## src/hw/fast_bus_port_consts.svh

```systemverilog
// constants for the fast bus fifo port: sizes, timing and reset values
`ifndef FAST_BUS_PORT_CONSTS_SVH
`define FAST_BUS_PORT_CONSTS_SVH
`define DATA_WIDTH 16
`define ADDR_WIDTH 5
`define FIFO_DEPTH 16
`define FIFO_PTR_WIDTH 4
`define FIFO_CNT_WIDTH 5
`define BLOCK_WORDS 5'h08
`define MASTER_CLOCK_HZ 19922944
`define HALF_RATE_DIVIDE 2
`define BUF_DEPTH 2
`define DATA_RESET 16'h0000
`define IRQ_LEVEL_WORDS 5'h10
`endif

```

## src/hw/fast_bus_port_pkg.sv

```systemverilog
// types for the fast bus fifo port
`default_nettype none
`include "fast_bus_port_consts.svh"
package fast_bus_port_pkg;
   typedef logic [`DATA_WIDTH-1:0] word_t;
   typedef logic [`ADDR_WIDTH-1:0] addr_t;
   // block handshake progress
   typedef enum logic [1:0] {
      st_fill = 2'b00,
      st_avail = 2'b01,
      st_drain = 2'b10
   } block_state_t;
endpackage
`default_nettype wire

```

## src/hw/fast_bus_fifo_port.sv

```systemverilog
// fast bus slave port with block fifo streaming collected words to the processor
`timescale 1ns/10ps
`default_nettype none
`include "fast_bus_port_consts.svh"

// Function
// - data lines driven only on reads
// - gate array I/O only under sync select
// - low acknowledge ends async cycles
// - block available low after full block
// - each read enable pulse moves one word once a block is announced
// - word ready low when word present
// - interrupt driven low on request
// - timing from the master clock
// - half rate clock is master divided two
// - gate array access timed by strobe clock
// - high buffered reset clears all logic but the skid and block storage
module fast_bus_fifo_port (
   input wire logic clock_i, // master timing clock, 20 MHz
   input wire logic rst_i, // buffered reset, active high here
   input wire fast_bus_port_pkg::word_t fast_data_lines_i, // data lines sensed
   output logic [`DATA_WIDTH-1:0] fast_data_lines_o, // data lines driven
   output logic fast_data_lines_oe_n_o, // low while we drive data
   input wire logic fast_read_write_i, // high read, low write
   input wire fast_bus_port_pkg::addr_t fast_address_lines_i, // circuit select
   input wire logic async_cycle_select_n_i, // asynchronous cycle in progress
   input wire logic sync_cycle_select_n_i, // synchronous cycle in progress
   input wire logic bus_strobe_clock_i, // strobe for gate array access
   input wire logic word_transfer_enable_n_i, // one low pulse per word
   input wire logic irq_request_i, // collection side asks for service
   input wire fast_bus_port_pkg::word_t collect_data_i, // collected word
   input wire logic collect_valid_i, // collected word valid
   output logic collect_ready_o, // room for a collected word
   output logic transfer_ack_n_o, // ends asynchronous cycles
   output logic block_available_n_o, // complete block waiting
   output logic word_ready_n_o, // a word is ready
   output logic fast_bus_irq_n_o, // interrupt to processor
   output logic half_rate_clock_o, // master clock divided by two
   output logic gate_array_io_en_o, // gate array and dac i/o enable
   output logic [`DATA_WIDTH-1:0] gate_array_wdata_o, // write data to gate arrays
   output logic [`ADDR_WIDTH-1:0] gate_array_addr_o, // target circuit
   output logic gate_array_write_o // gate array write pulse
);
   import fast_bus_port_pkg::*;

   // ********************************
   // input skid buffer, two entries
   // ********************************
   word_t skid_mem [0:`BUF_DEPTH-1]; // skid storage
   logic skid_wr; // write pointer
   logic skid_rd; // read pointer
   logic [1:0] skid_cnt; // entries held
   wire skid_valid = (skid_cnt != 2'h0);
   wire skid_take; // fifo accepts a word
   // a word moves in from the collection side on this edge
   wire skid_accept = collect_valid_i && collect_ready_o;
   // entries held after this edge, so ready can be decided ahead of time
   wire [1:0] skid_next_cnt = skid_cnt + {1'b0, skid_accept} - {1'b0, skid_take};

   // ********************************
   // block fifo
   // ********************************
   word_t fifo_mem [0:`FIFO_DEPTH-1]; // block storage
   logic [`FIFO_PTR_WIDTH-1:0] wr_ptr; // write index
   logic [`FIFO_PTR_WIDTH-1:0] rd_ptr; // oldest word index
   logic [`FIFO_CNT_WIDTH-1:0] fifo_cnt; // words held
   logic [`FIFO_CNT_WIDTH-1:0] drain_left; // words still owed from block
   block_state_t state; // handshake state
   block_state_t next_state; // next handshake state
   logic enable_d; // enable line one cycle ago
   logic strobe_d; // strobe one cycle ago

   // a full fifo stalls the skid buffer and raises the interrupt; no word is dropped
   wire fifo_full = (fifo_cnt == `FIFO_CNT_WIDTH'(`FIFO_DEPTH));
   assign skid_take = skid_valid && !fifo_full;
   // a falling edge of the enable is one word, however long the pulse lasts
   wire enable_fall = enable_d && !word_transfer_enable_n_i;
   wire pop = enable_fall && fast_read_write_i && (fifo_cnt != 5'h00)
              && (state != st_fill);
   wire async_read = !async_cycle_select_n_i && fast_read_write_i;
   wire sync_sel = !sync_cycle_select_n_i;
   // gate array access lands on the strobe's rising edge
   wire strobe_rise = !strobe_d && bus_strobe_clock_i;
   wire drive_bus = !word_transfer_enable_n_i && fast_read_write_i;

   // skid buffer: takes from collection, drains into block fifo
   always_ff @(posedge clock_i or posedge rst_i) begin
      if (rst_i) begin
         skid_wr <= 1'b0;
         skid_rd <= 1'b0;
         skid_cnt <= 2'h0;
      end else begin
         if (skid_accept) begin
            skid_wr <= ~skid_wr;
         end
         if (skid_take) begin
            skid_rd <= ~skid_rd;
         end
         skid_cnt <= skid_next_cnt;
      end
   end

   // skid storage has no reset: a slot is read only after it was written
   always_ff @(posedge clock_i) begin
      if (skid_accept) begin
         skid_mem[skid_wr] <= collect_data_i;
      end
   end

   // ready comes from a flop; it only rises when a slot surely frees
   always_ff @(posedge clock_i or posedge rst_i) begin
      if (rst_i) begin
         collect_ready_o <= 1'b0;
      end else begin
         // a held word still leaves room for one more, so ready falls only
         // when both slots will be full; a stalled fifo is what fills them
         collect_ready_o <= (skid_next_cnt != 2'h2);
      end
   end

   // block fifo storage and pointers
   always_ff @(posedge clock_i or posedge rst_i) begin
      if (rst_i) begin
         wr_ptr <= '0;
         rd_ptr <= '0;
         fifo_cnt <= '0;
      end else begin
         if (skid_take) begin
            wr_ptr <= wr_ptr + 4'h1;
         end
         if (pop) begin
            rd_ptr <= rd_ptr + 4'h1; // oldest first
         end
         fifo_cnt <= fifo_cnt + {4'h0, skid_take} - {4'h0, pop};
      end
   end

   // block storage has no reset either, which keeps it plain memory
   always_ff @(posedge clock_i) begin
      if (skid_take) begin
         fifo_mem[wr_ptr] <= skid_mem[skid_rd];
      end
   end

   // block state: fill, announce, drain until the block is gone
   always_comb begin
      next_state = state;
      unique case (state)
         st_fill: begin
            if (fifo_cnt >= `BLOCK_WORDS) next_state = st_avail;
         end
         st_avail: begin
            if (pop) next_state = st_drain;
         end
         st_drain: begin
            // last word of the block taken, release the line
            if (pop && drain_left == 5'h01) next_state = st_fill;
         end
         default: next_state = st_fill;
      endcase
   end

   always_ff @(posedge clock_i or posedge rst_i) begin
      if (rst_i) begin
         state <= st_fill;
         drain_left <= '0;
         enable_d <= 1'b1;
         strobe_d <= 1'b0;
      end else begin
         state <= next_state;
         enable_d <= word_transfer_enable_n_i;
         strobe_d <= bus_strobe_clock_i;
         if (state == st_fill && next_state == st_avail) begin
            drain_left <= `BLOCK_WORDS;
         end else if (pop && drain_left != 5'h00) begin
            drain_left <= drain_left - 5'h01;
         end
      end
   end

   // ********************************
   // bus side outputs, all registered
   // ********************************
   always_ff @(posedge clock_i or posedge rst_i) begin
      if (rst_i) begin
         fast_data_lines_o <= `DATA_RESET;
         fast_data_lines_oe_n_o <= 1'b1;
         transfer_ack_n_o <= 1'b1;
         block_available_n_o <= 1'b1;
         word_ready_n_o <= 1'b1;
         fast_bus_irq_n_o <= 1'b1;
         half_rate_clock_o <= 1'b0;
         gate_array_io_en_o <= 1'b0;
         gate_array_wdata_o <= `DATA_RESET;
         gate_array_addr_o <= '0;
         gate_array_write_o <= 1'b0;
      end else begin
         // the oldest word stands before the pulse and, reloaded from the old
         // index on the pop edge, through the cycle in which the lines drive
         fast_data_lines_o <= fifo_mem[rd_ptr];
         fast_data_lines_oe_n_o <= !(drive_bus || async_read);
         // ack holds low for as long as the select stays low
         transfer_ack_n_o <= async_cycle_select_n_i;
         block_available_n_o <= !(next_state != st_fill);
         word_ready_n_o <= !(fifo_cnt - {4'h0, pop} + {4'h0, skid_take}
                             != 5'h00);
         // a full fifo also asks for service so nothing is lost
         fast_bus_irq_n_o <= !(irq_request_i || fifo_full);
         half_rate_clock_o <= ~half_rate_clock_o;
         gate_array_io_en_o <= sync_sel;
         gate_array_addr_o <= fast_address_lines_i;
         gate_array_wdata_o <= fast_data_lines_i;
         gate_array_write_o <= sync_sel && strobe_rise && !fast_read_write_i;
      end
   end
endmodule
`default_nettype wire

```

## config.mk

```make
export PLATFORM = sky130hd
export DESIGN_NAME = fast_bus_fifo_port
export DESIGN_NICKNAME = d
export VERILOG_FILES = /design/src/hw/fast_bus_port_pkg.sv /design/src/hw/fast_bus_fifo_port.sv
export VERILOG_INCLUDE_DIRS = /design/src /design/src/hw
export SDC_FILE = /design/constraint.sdc
export NUM_CORES = 1
export LEC_CHECK = 0
export ABC_AREA = 1
export BUFFER_PORTS_ARGS = -buffer_cell sky130_fd_sc_hd__buf_2
export CELL_PAD_IN_SITES_DETAIL_PLACEMENT = 0
export CELL_PAD_IN_SITES_GLOBAL_PLACEMENT = 2
export CORE_MARGIN = 1
export CORE_UTILIZATION = 35
export CTS_CLUSTER_DIAMETER = 50
export DETAILED_ROUTE_END_ITERATION = 7
export HOLD_SLACK_MARGIN = 0.03
export PLACE_DENSITY = 0.66
export REMOVE_ABC_BUFFERS = 1
export SYNTH_ARGS = -nofsm -noshare
export SYNTH_HDL_FRONTEND = slang
export SYNTH_SLANG_ARGS = --single-unit
```

## constraint.sdc

```tcl
create_clock -name clock_i -period 4.8 [get_ports clock_i]
set_input_delay 0.24 -clock clock_i [delete_from_list [all_inputs] [get_ports clock_i]]
set_output_delay 0.24 -clock clock_i [all_outputs]
set_load 0.05 [all_outputs]
```

**Word-level counts from Yosys, hierarchy flattened**

Memory sizes are Yosys's and may differ from the RTL's. A register that Yosys moved wholly into a read port is not among the register bits.
Index checks and enable logic that the tools add are counted.

- Add/subtract/negate cells: 9
- Order comparisons: 1
- Eq/ne operators: 6
- Muxes and demuxes: 10
- Bitwise gates (word level): 3
- Reduce and logical (&&, ||, !) cells: 34

Operator list:

| kind | number |
|---|---|
| nonzero test 5 bit | 3 |
| logical AND 1 bit | 14 |
| adder 5 x 1 -> 5 bit | 2 |
| logical NOT 1 bit | 10 |
| two-way mux 5 bit | 2 |
| subtractor 5 x 1 -> 5 bit | 2 |
| adder 4 x 1 -> 4 bit, second input constant | 2 |
| nonzero test 2 bit | 4 |
| two-way mux 2 bit | 3 |
| case mux 2 bit (3 select lines) | 1 |
| equality test 5 x 1 -> 1 bit, second input constant | 1 |
| equality test 5 bit, second input constant | 1 |
| >= comparator 5 x 4 -> 1 bit, second input constant | 1 |
| subtractor 5 x 1 -> 5 bit, second input constant | 1 |
| equality test 2 x 1 -> 1 bit, second input constant | 2 |
| two-way mux 1 bit | 4 |
| inverter 1 bit | 3 |
| adder 2 x 1 -> 2 bit | 1 |
| equality test 2 bit, second input constant | 1 |
| logical NOT 2 bit | 1 |
| logical OR 1 bit | 2 |
| != test 2 bit, second input constant | 1 |
| subtractor 2 x 1 -> 2 bit | 1 |

- Register bits after elaboration: 56
- Bits in writable memories: 288
- Input port bits: 46
- Output and inout port bits: 46
- Word-level logic and storage cells: 86
- Memories: 2

Memories:

| memory | depth | bits a word | rd ports | clocked after Yosys merged registers in | wr ports | line | source |
|---|---|---|---|---|---|---|---|
| fifo_mem | 16 | 16 | 1 | 1 | 1 | fast_bus_fifo_port.sv:63 | `` word_t fifo_mem [0:`FIFO_DEPTH-1]; `` |
| skid_mem | 2 | 16 | 1 | 0 | 1 | fast_bus_fifo_port.sv:49 | `` word_t skid_mem [0:`BUF_DEPTH-1]; `` |

**Longest topological paths before layout**

- Depth after elaboration: 11
- Mapped depth: 14

**Least setup slack after synthesis**

Ideal clock, no wire load.

- Path type: reg-to-reg
- From: register fifo_cnt[2]
- To: register word_ready_n_o
- Arrival: 2256 ps
- Required time: 4721 ps
- Path slack: 2465 ps
- Cell stages (with the launch flop): 15
- Period minus slack after synthesis: 2335 ps
- Cell sequence: dfrtp_1 > inv_1 > ha_1 > nand3_1 > nand2_1 > nor2_4 > ha_1 > inv_1 > ha_1 > fa_1 > a21oi_1 > nor2_1 > nor2_1 > xor2_1 > nor2_1

- Cells in the longest elaborated chain, start to end: 7

RTL lines:

| element | line | source |
|---|---|---|
| start, declared | fast_bus_fifo_port.sv:66 | `` logic [`FIFO_CNT_WIDTH-1:0] fifo_cnt; `` |
| start signal, assigned | fast_bus_fifo_port.sv:134 | `fifo_cnt <= fifo_cnt + {4'h0, skid_take} - {4'h0, pop};` |
| nonzero test 5 bit | fast_bus_fifo_port.sv:78 | `wire pop = enable_fall && fast_read_write_i && (fifo_cnt != 5'h00)` |
| logical AND 1 bit | fast_bus_fifo_port.sv:78 |  |
| logical AND 1 bit | fast_bus_fifo_port.sv:79 | `&& (state != st_fill);` |
| named net pop | fast_bus_fifo_port.sv:78 |  |
| subtractor 5 x 1 -> 5 bit | fast_bus_fifo_port.sv:205 | `word_ready_n_o <= !(fifo_cnt - {4'h0, pop} + {4'h0, skid_take}` |
| adder 5 x 1 -> 5 bit | fast_bus_fifo_port.sv:205 |  |
| nonzero test 5 bit | fast_bus_fifo_port.sv:205 |  |
| logical NOT 1 bit | fast_bus_fifo_port.sv:205 |  |
| end signal, assigned | fast_bus_fifo_port.sv:205 |  |
| end, declared | fast_bus_fifo_port.sv:36 | `output logic word_ready_n_o,` |

The timed path passes the listed nets, and every way through them passes these cells.
A chain may end at the register's enable or synchronous reset.

**Final worst setup path**

- From: register fifo_cnt[3]
- To: register word_ready_n_o

RTL lines:

| element | line | source |
|---|---|---|
| equality test 5 bit | fast_bus_fifo_port.sv:74 | `` wire fifo_full = (fifo_cnt == `FIFO_CNT_WIDTH'(`FIFO_DEPTH)); `` |
| logical NOT 1 bit | fast_bus_fifo_port.sv:75 | `assign skid_take = skid_valid && !fifo_full;` |
| logical AND 1 bit | fast_bus_fifo_port.sv:75 |  |
| named net skid_take | fast_bus_fifo_port.sv:54 | `wire skid_take;` |
| adder 5 x 1 -> 5 bit | fast_bus_fifo_port.sv:205 |  |
| nonzero test 5 bit | fast_bus_fifo_port.sv:205 |  |
| logical NOT 1 bit | fast_bus_fifo_port.sv:205 |  |

The timed path passes the listed nets, and every way through them passes these cells.

==> impl_metrics.json <==
{
  "cp.depth": 12,
  "dr.pass1.iters": 4,
  "drt_iter0_drc": 454,
  "yosysTopAreaCell": "edfxtp_1",
  "ir_drop_mv": 0.294,
  "die-area_um2": 41500,
  "clk_latency_ns": 0.54,
  "synth.top_cells.by_area": "edfxtp_1 61%, dfrtp_1 12%, inv_1 4.3%, nand2_1 4.3%, nand3_1 4.0%",
  "grt_pass1_wl_mm": 50.9,
  "synth.avg_cell_area_um2": 12.6,
  "path_buf_inv": 2,
  "grt_max_degree": 153,
  "cts-root-buf": "clkbuf_16",
  "power_frac_clock_pct": 29.4,
  "die_w_um": 204,
  "min_period_over_period_pct": 53.9,
  "drive_above_1_share_pct": 15.3,
  "start_kind": "register",
  "fin_setup_tns_ns": 0,
  "syn2layout_area_growth_pct": 20.7,
  "path_class": "reg2reg",
  "hpwl_mm": 19.2,
  "max_stage_delay_ns": 0.40,
  "hold_depth": 3,
  "worstMarginPinSlew_ns": 1.16,
  "layout_min_cycle_time_ns": 2.59,
  "cts_buffers": 45,
  "n_fill_cell": 3694,
  "vias": 8503,
  "overflow": 0,
  "synth_cell_types": 29,
  "grt_usage_pct": 16.4,
  "clock_skew_ns": 0.0139,
  "clockBufferDepth": 3,
  "p_leak_nw": 6.82,
  "antenna_found_initial": 0,
  "synth_edf_count": 288,
  "dominantRegCellSynth": "edfxtp_1",
  "cap_violations": 0,
  "cp-end-kind": "register",
  "required_ns": 5.26,
  "synth_area_um2": 14200,
  "vias_per_cell": 4.65,
  "power_frac_seq_pct": 40.4,
  "path_cells": "inv_1, ha_1, nand3_1, o21ai_2, clkinv_1, ha_1, fa_1, a21oi_1, nor2_1, nor2_1, xor2_1, nor2_1",
  "yosysMostFrequentCell": "edfxtp_1",
  "switching_share_pct": 36.1,
  "path_clk_slew_ns": 0.05,
  "synthCells": 1131,
  "port_buffers": 91,
  "cp_common_cell": "nor2_1",
  "synth_compound_area_share_pct": 8.28,
  "grt_pass1_vias": 8573,
  "placed_cells": 1700,
  "synth_top_cell_area_share_pct": 60.7,
  "ctsResizeCount": 0,
  "synth_top_family_by_area": "simple AND/OR/NAND/NOR gates",
  "synthArstFlopShare_pct": 20.0,
  "cts-htree-levels": 2,
  "max_freq_mhz": 386,
  "final_antenna_net_count": 0,
  "diodes": 0,
  "rsz0062_at_grt": "no",
  "relSlewSlack_pct": 22.3,
  "ys_ff_latch": 360,
  "rows": 73,
  "nNetsFinal": 1330,
  "synthXorXnorAreaFrac_pct": 0.861,
  "arrival_ns": 3.05,
  "p_per_area_nw_per_um2": 685,
  "critPathMaxFanout": 9,
  "finalHoldViolCount": 0,
  "place_congestion": 0.709,
  "path_delay_family": "adder cells",
  "p_int_w": 0.00753,
  "instances_no_fill": 1828,
  "yosysWarningCount": 0,
  "ios": 92,
  "maxSlewViolCount": 0,
  "outcome": "finished clean",
  "cts_tree": "done",
  "core_um2": 39900,
  "start_util_pct": 35.7,
  "synthAdderAreaFrac_pct": 1.63,
  "p_comb_share_pct": 30.2,
  "synthMuxAreaShare_pct": 0,
  "drc": 0,
  "worstHoldPathType": "in2reg",
  "yosys-top-cells-count": "288 x edfxtp_1, 164 x inv_1, 163 x nand2_1",
  "wl_mm": 32.9,
  "ff2ff_path_depth": 12,
  "setup_viol": 0,
  "die_y_um": 204,
  "critPathSlowestCell": "fa_1",
  "yosysSeqAreaShare_pct": 73.4,
  "synth_simple_gate_area_share_pct": 9.38,
  "numClockSinks": 360,
  "routedWlPerCell_um": 18.0,
  "power.net_switching_w": 0.00426
}
## per-layer routing
metal / track usage, % / routed length [µm]
met3: 2.96 / 1300
met1: 21.8 / 14800
met4: 4.56 / 508
met2: 27.3 / 16300
met5: 0 / 0
## worst min-delay path: stages
cell and delay [ns]:
buf_2 0.09, nand2_1 0.17, xor2_1 0.09
## cell families (layout without fill, tap and decap cells)
family,Yosys count,count (layout)
AO/OA/AOI/OAI,203,203
AND/OR/NAND/NOR,312,312
XOR/XNOR,14,14
buffers and inverters,224,396
adder cells (fa/ha/maj),18,18
flip-flops,360,360
## power by group through the flow
stage	logic, W	registers, W	clock network (W)
after floorplan	0.00186	0.00527	0
after global placement	0.00361	0.00483	0
after detailed placement	0.00363	0.00484	0
after CTS	0.00367	0.00479	0.00354
after global routing	0.00405	0.00485	0.00366
final	0.00356	0.00477	0.00347
## final timing paths
path	slack (ns)	start	to
setup reg to reg	2.21	fifo_cnt[3]$_DFF_PP0_	word_ready_n_o$_DFF_PP1_
hold reg to reg	0.40	strobe_d$_DFF_PP0_	gate_array_write_o$_DFF_PP0_
setup / recovery	2.21	fifo_cnt[3]$_DFF_PP0_	word_ready_n_o$_DFF_PP1_
min in group asynchronous	0.34	rst_i	gate_array_wdata_o[6]$_DFF_PP0_
hold / removal	0.11	collect_valid_i	skid_wr$_DFFE_PP0P_
max in group asynchronous	3.43	rst_i	rd_ptr[1]$_DFFE_PP0P_
## area by class of cell
| class | instances | area [µm²] | share of cell area [%] |
|---|---|---|---|
| Clock buffer | 63 | 1310 | 7.60 |
| Clock inverter | 21 | 248 | 1.44 |
| Inverter | 168 | 632 | 3.67 |
| Multi-Input combinational cell | 547 | 2920 | 17.0 |
| Sequential cell | 360 | 10500 | 60.8 |
| Tap cell | 525 | 657 | 3.82 |
| Timing Repair Buffer | 144 | 976 | 5.67 |
## flip-flops by register name, summed over array words and instances (netlist names), 2 cells and up
name	flops
skid_cnt	2
fast_data_lines_o	16
gate_array_wdata_o	16
wr_ptr	4
rd_ptr	4
state	2
fifo_mem	256
drain_left	5
fifo_cnt	5
gate_array_addr_o	5
skid_mem	32
## through the flow
step | utilization [%] | hold slack (ns) | power [W] | worst slack (ns) | instance area, µm²
detailed placement | 38.1 | 0.349 | 0.00847 | 2.18 | 15200
global placement | 38.1 | 0.348 | 0.00845 | 2.25 | 15200
floorplan | - | 0.244 | 0.00713 | 0.0302 | 14000
CTS | 43.1 | 0.0803 | 0.0120 | 2.17 | 17200
finish | 43.1 | 0.108 | 0.0118 | 2.21 | 17200
global route | 43.1 | 0.130 | 0.0126 | 1.94 | 17200
## repair_timing
item	CTS	global route
hold buffers	44	0
endpoints found under the hold margin	92	0
buffers inserted	0	0
setup endpoints to repair	0	0
## cell usage in the layout (no fill, tap or decap), types with 10 or more instances in the layout
master	count
dfrtp_1	64
nor2_1	10
o21ai_0	68
nand2_1	163
clkbuf_16	48
buf_2	91
nand3_1	114
a21oi_1	69
o211ai_1	64
clkbuf_1	10
dlygate4sd3_1	44
nor2_2	19
inv_1	163
edfxtp_1	288
ha_1	17
xor2_1	13
Note: power is estimated with default switching activity, not from simulation.
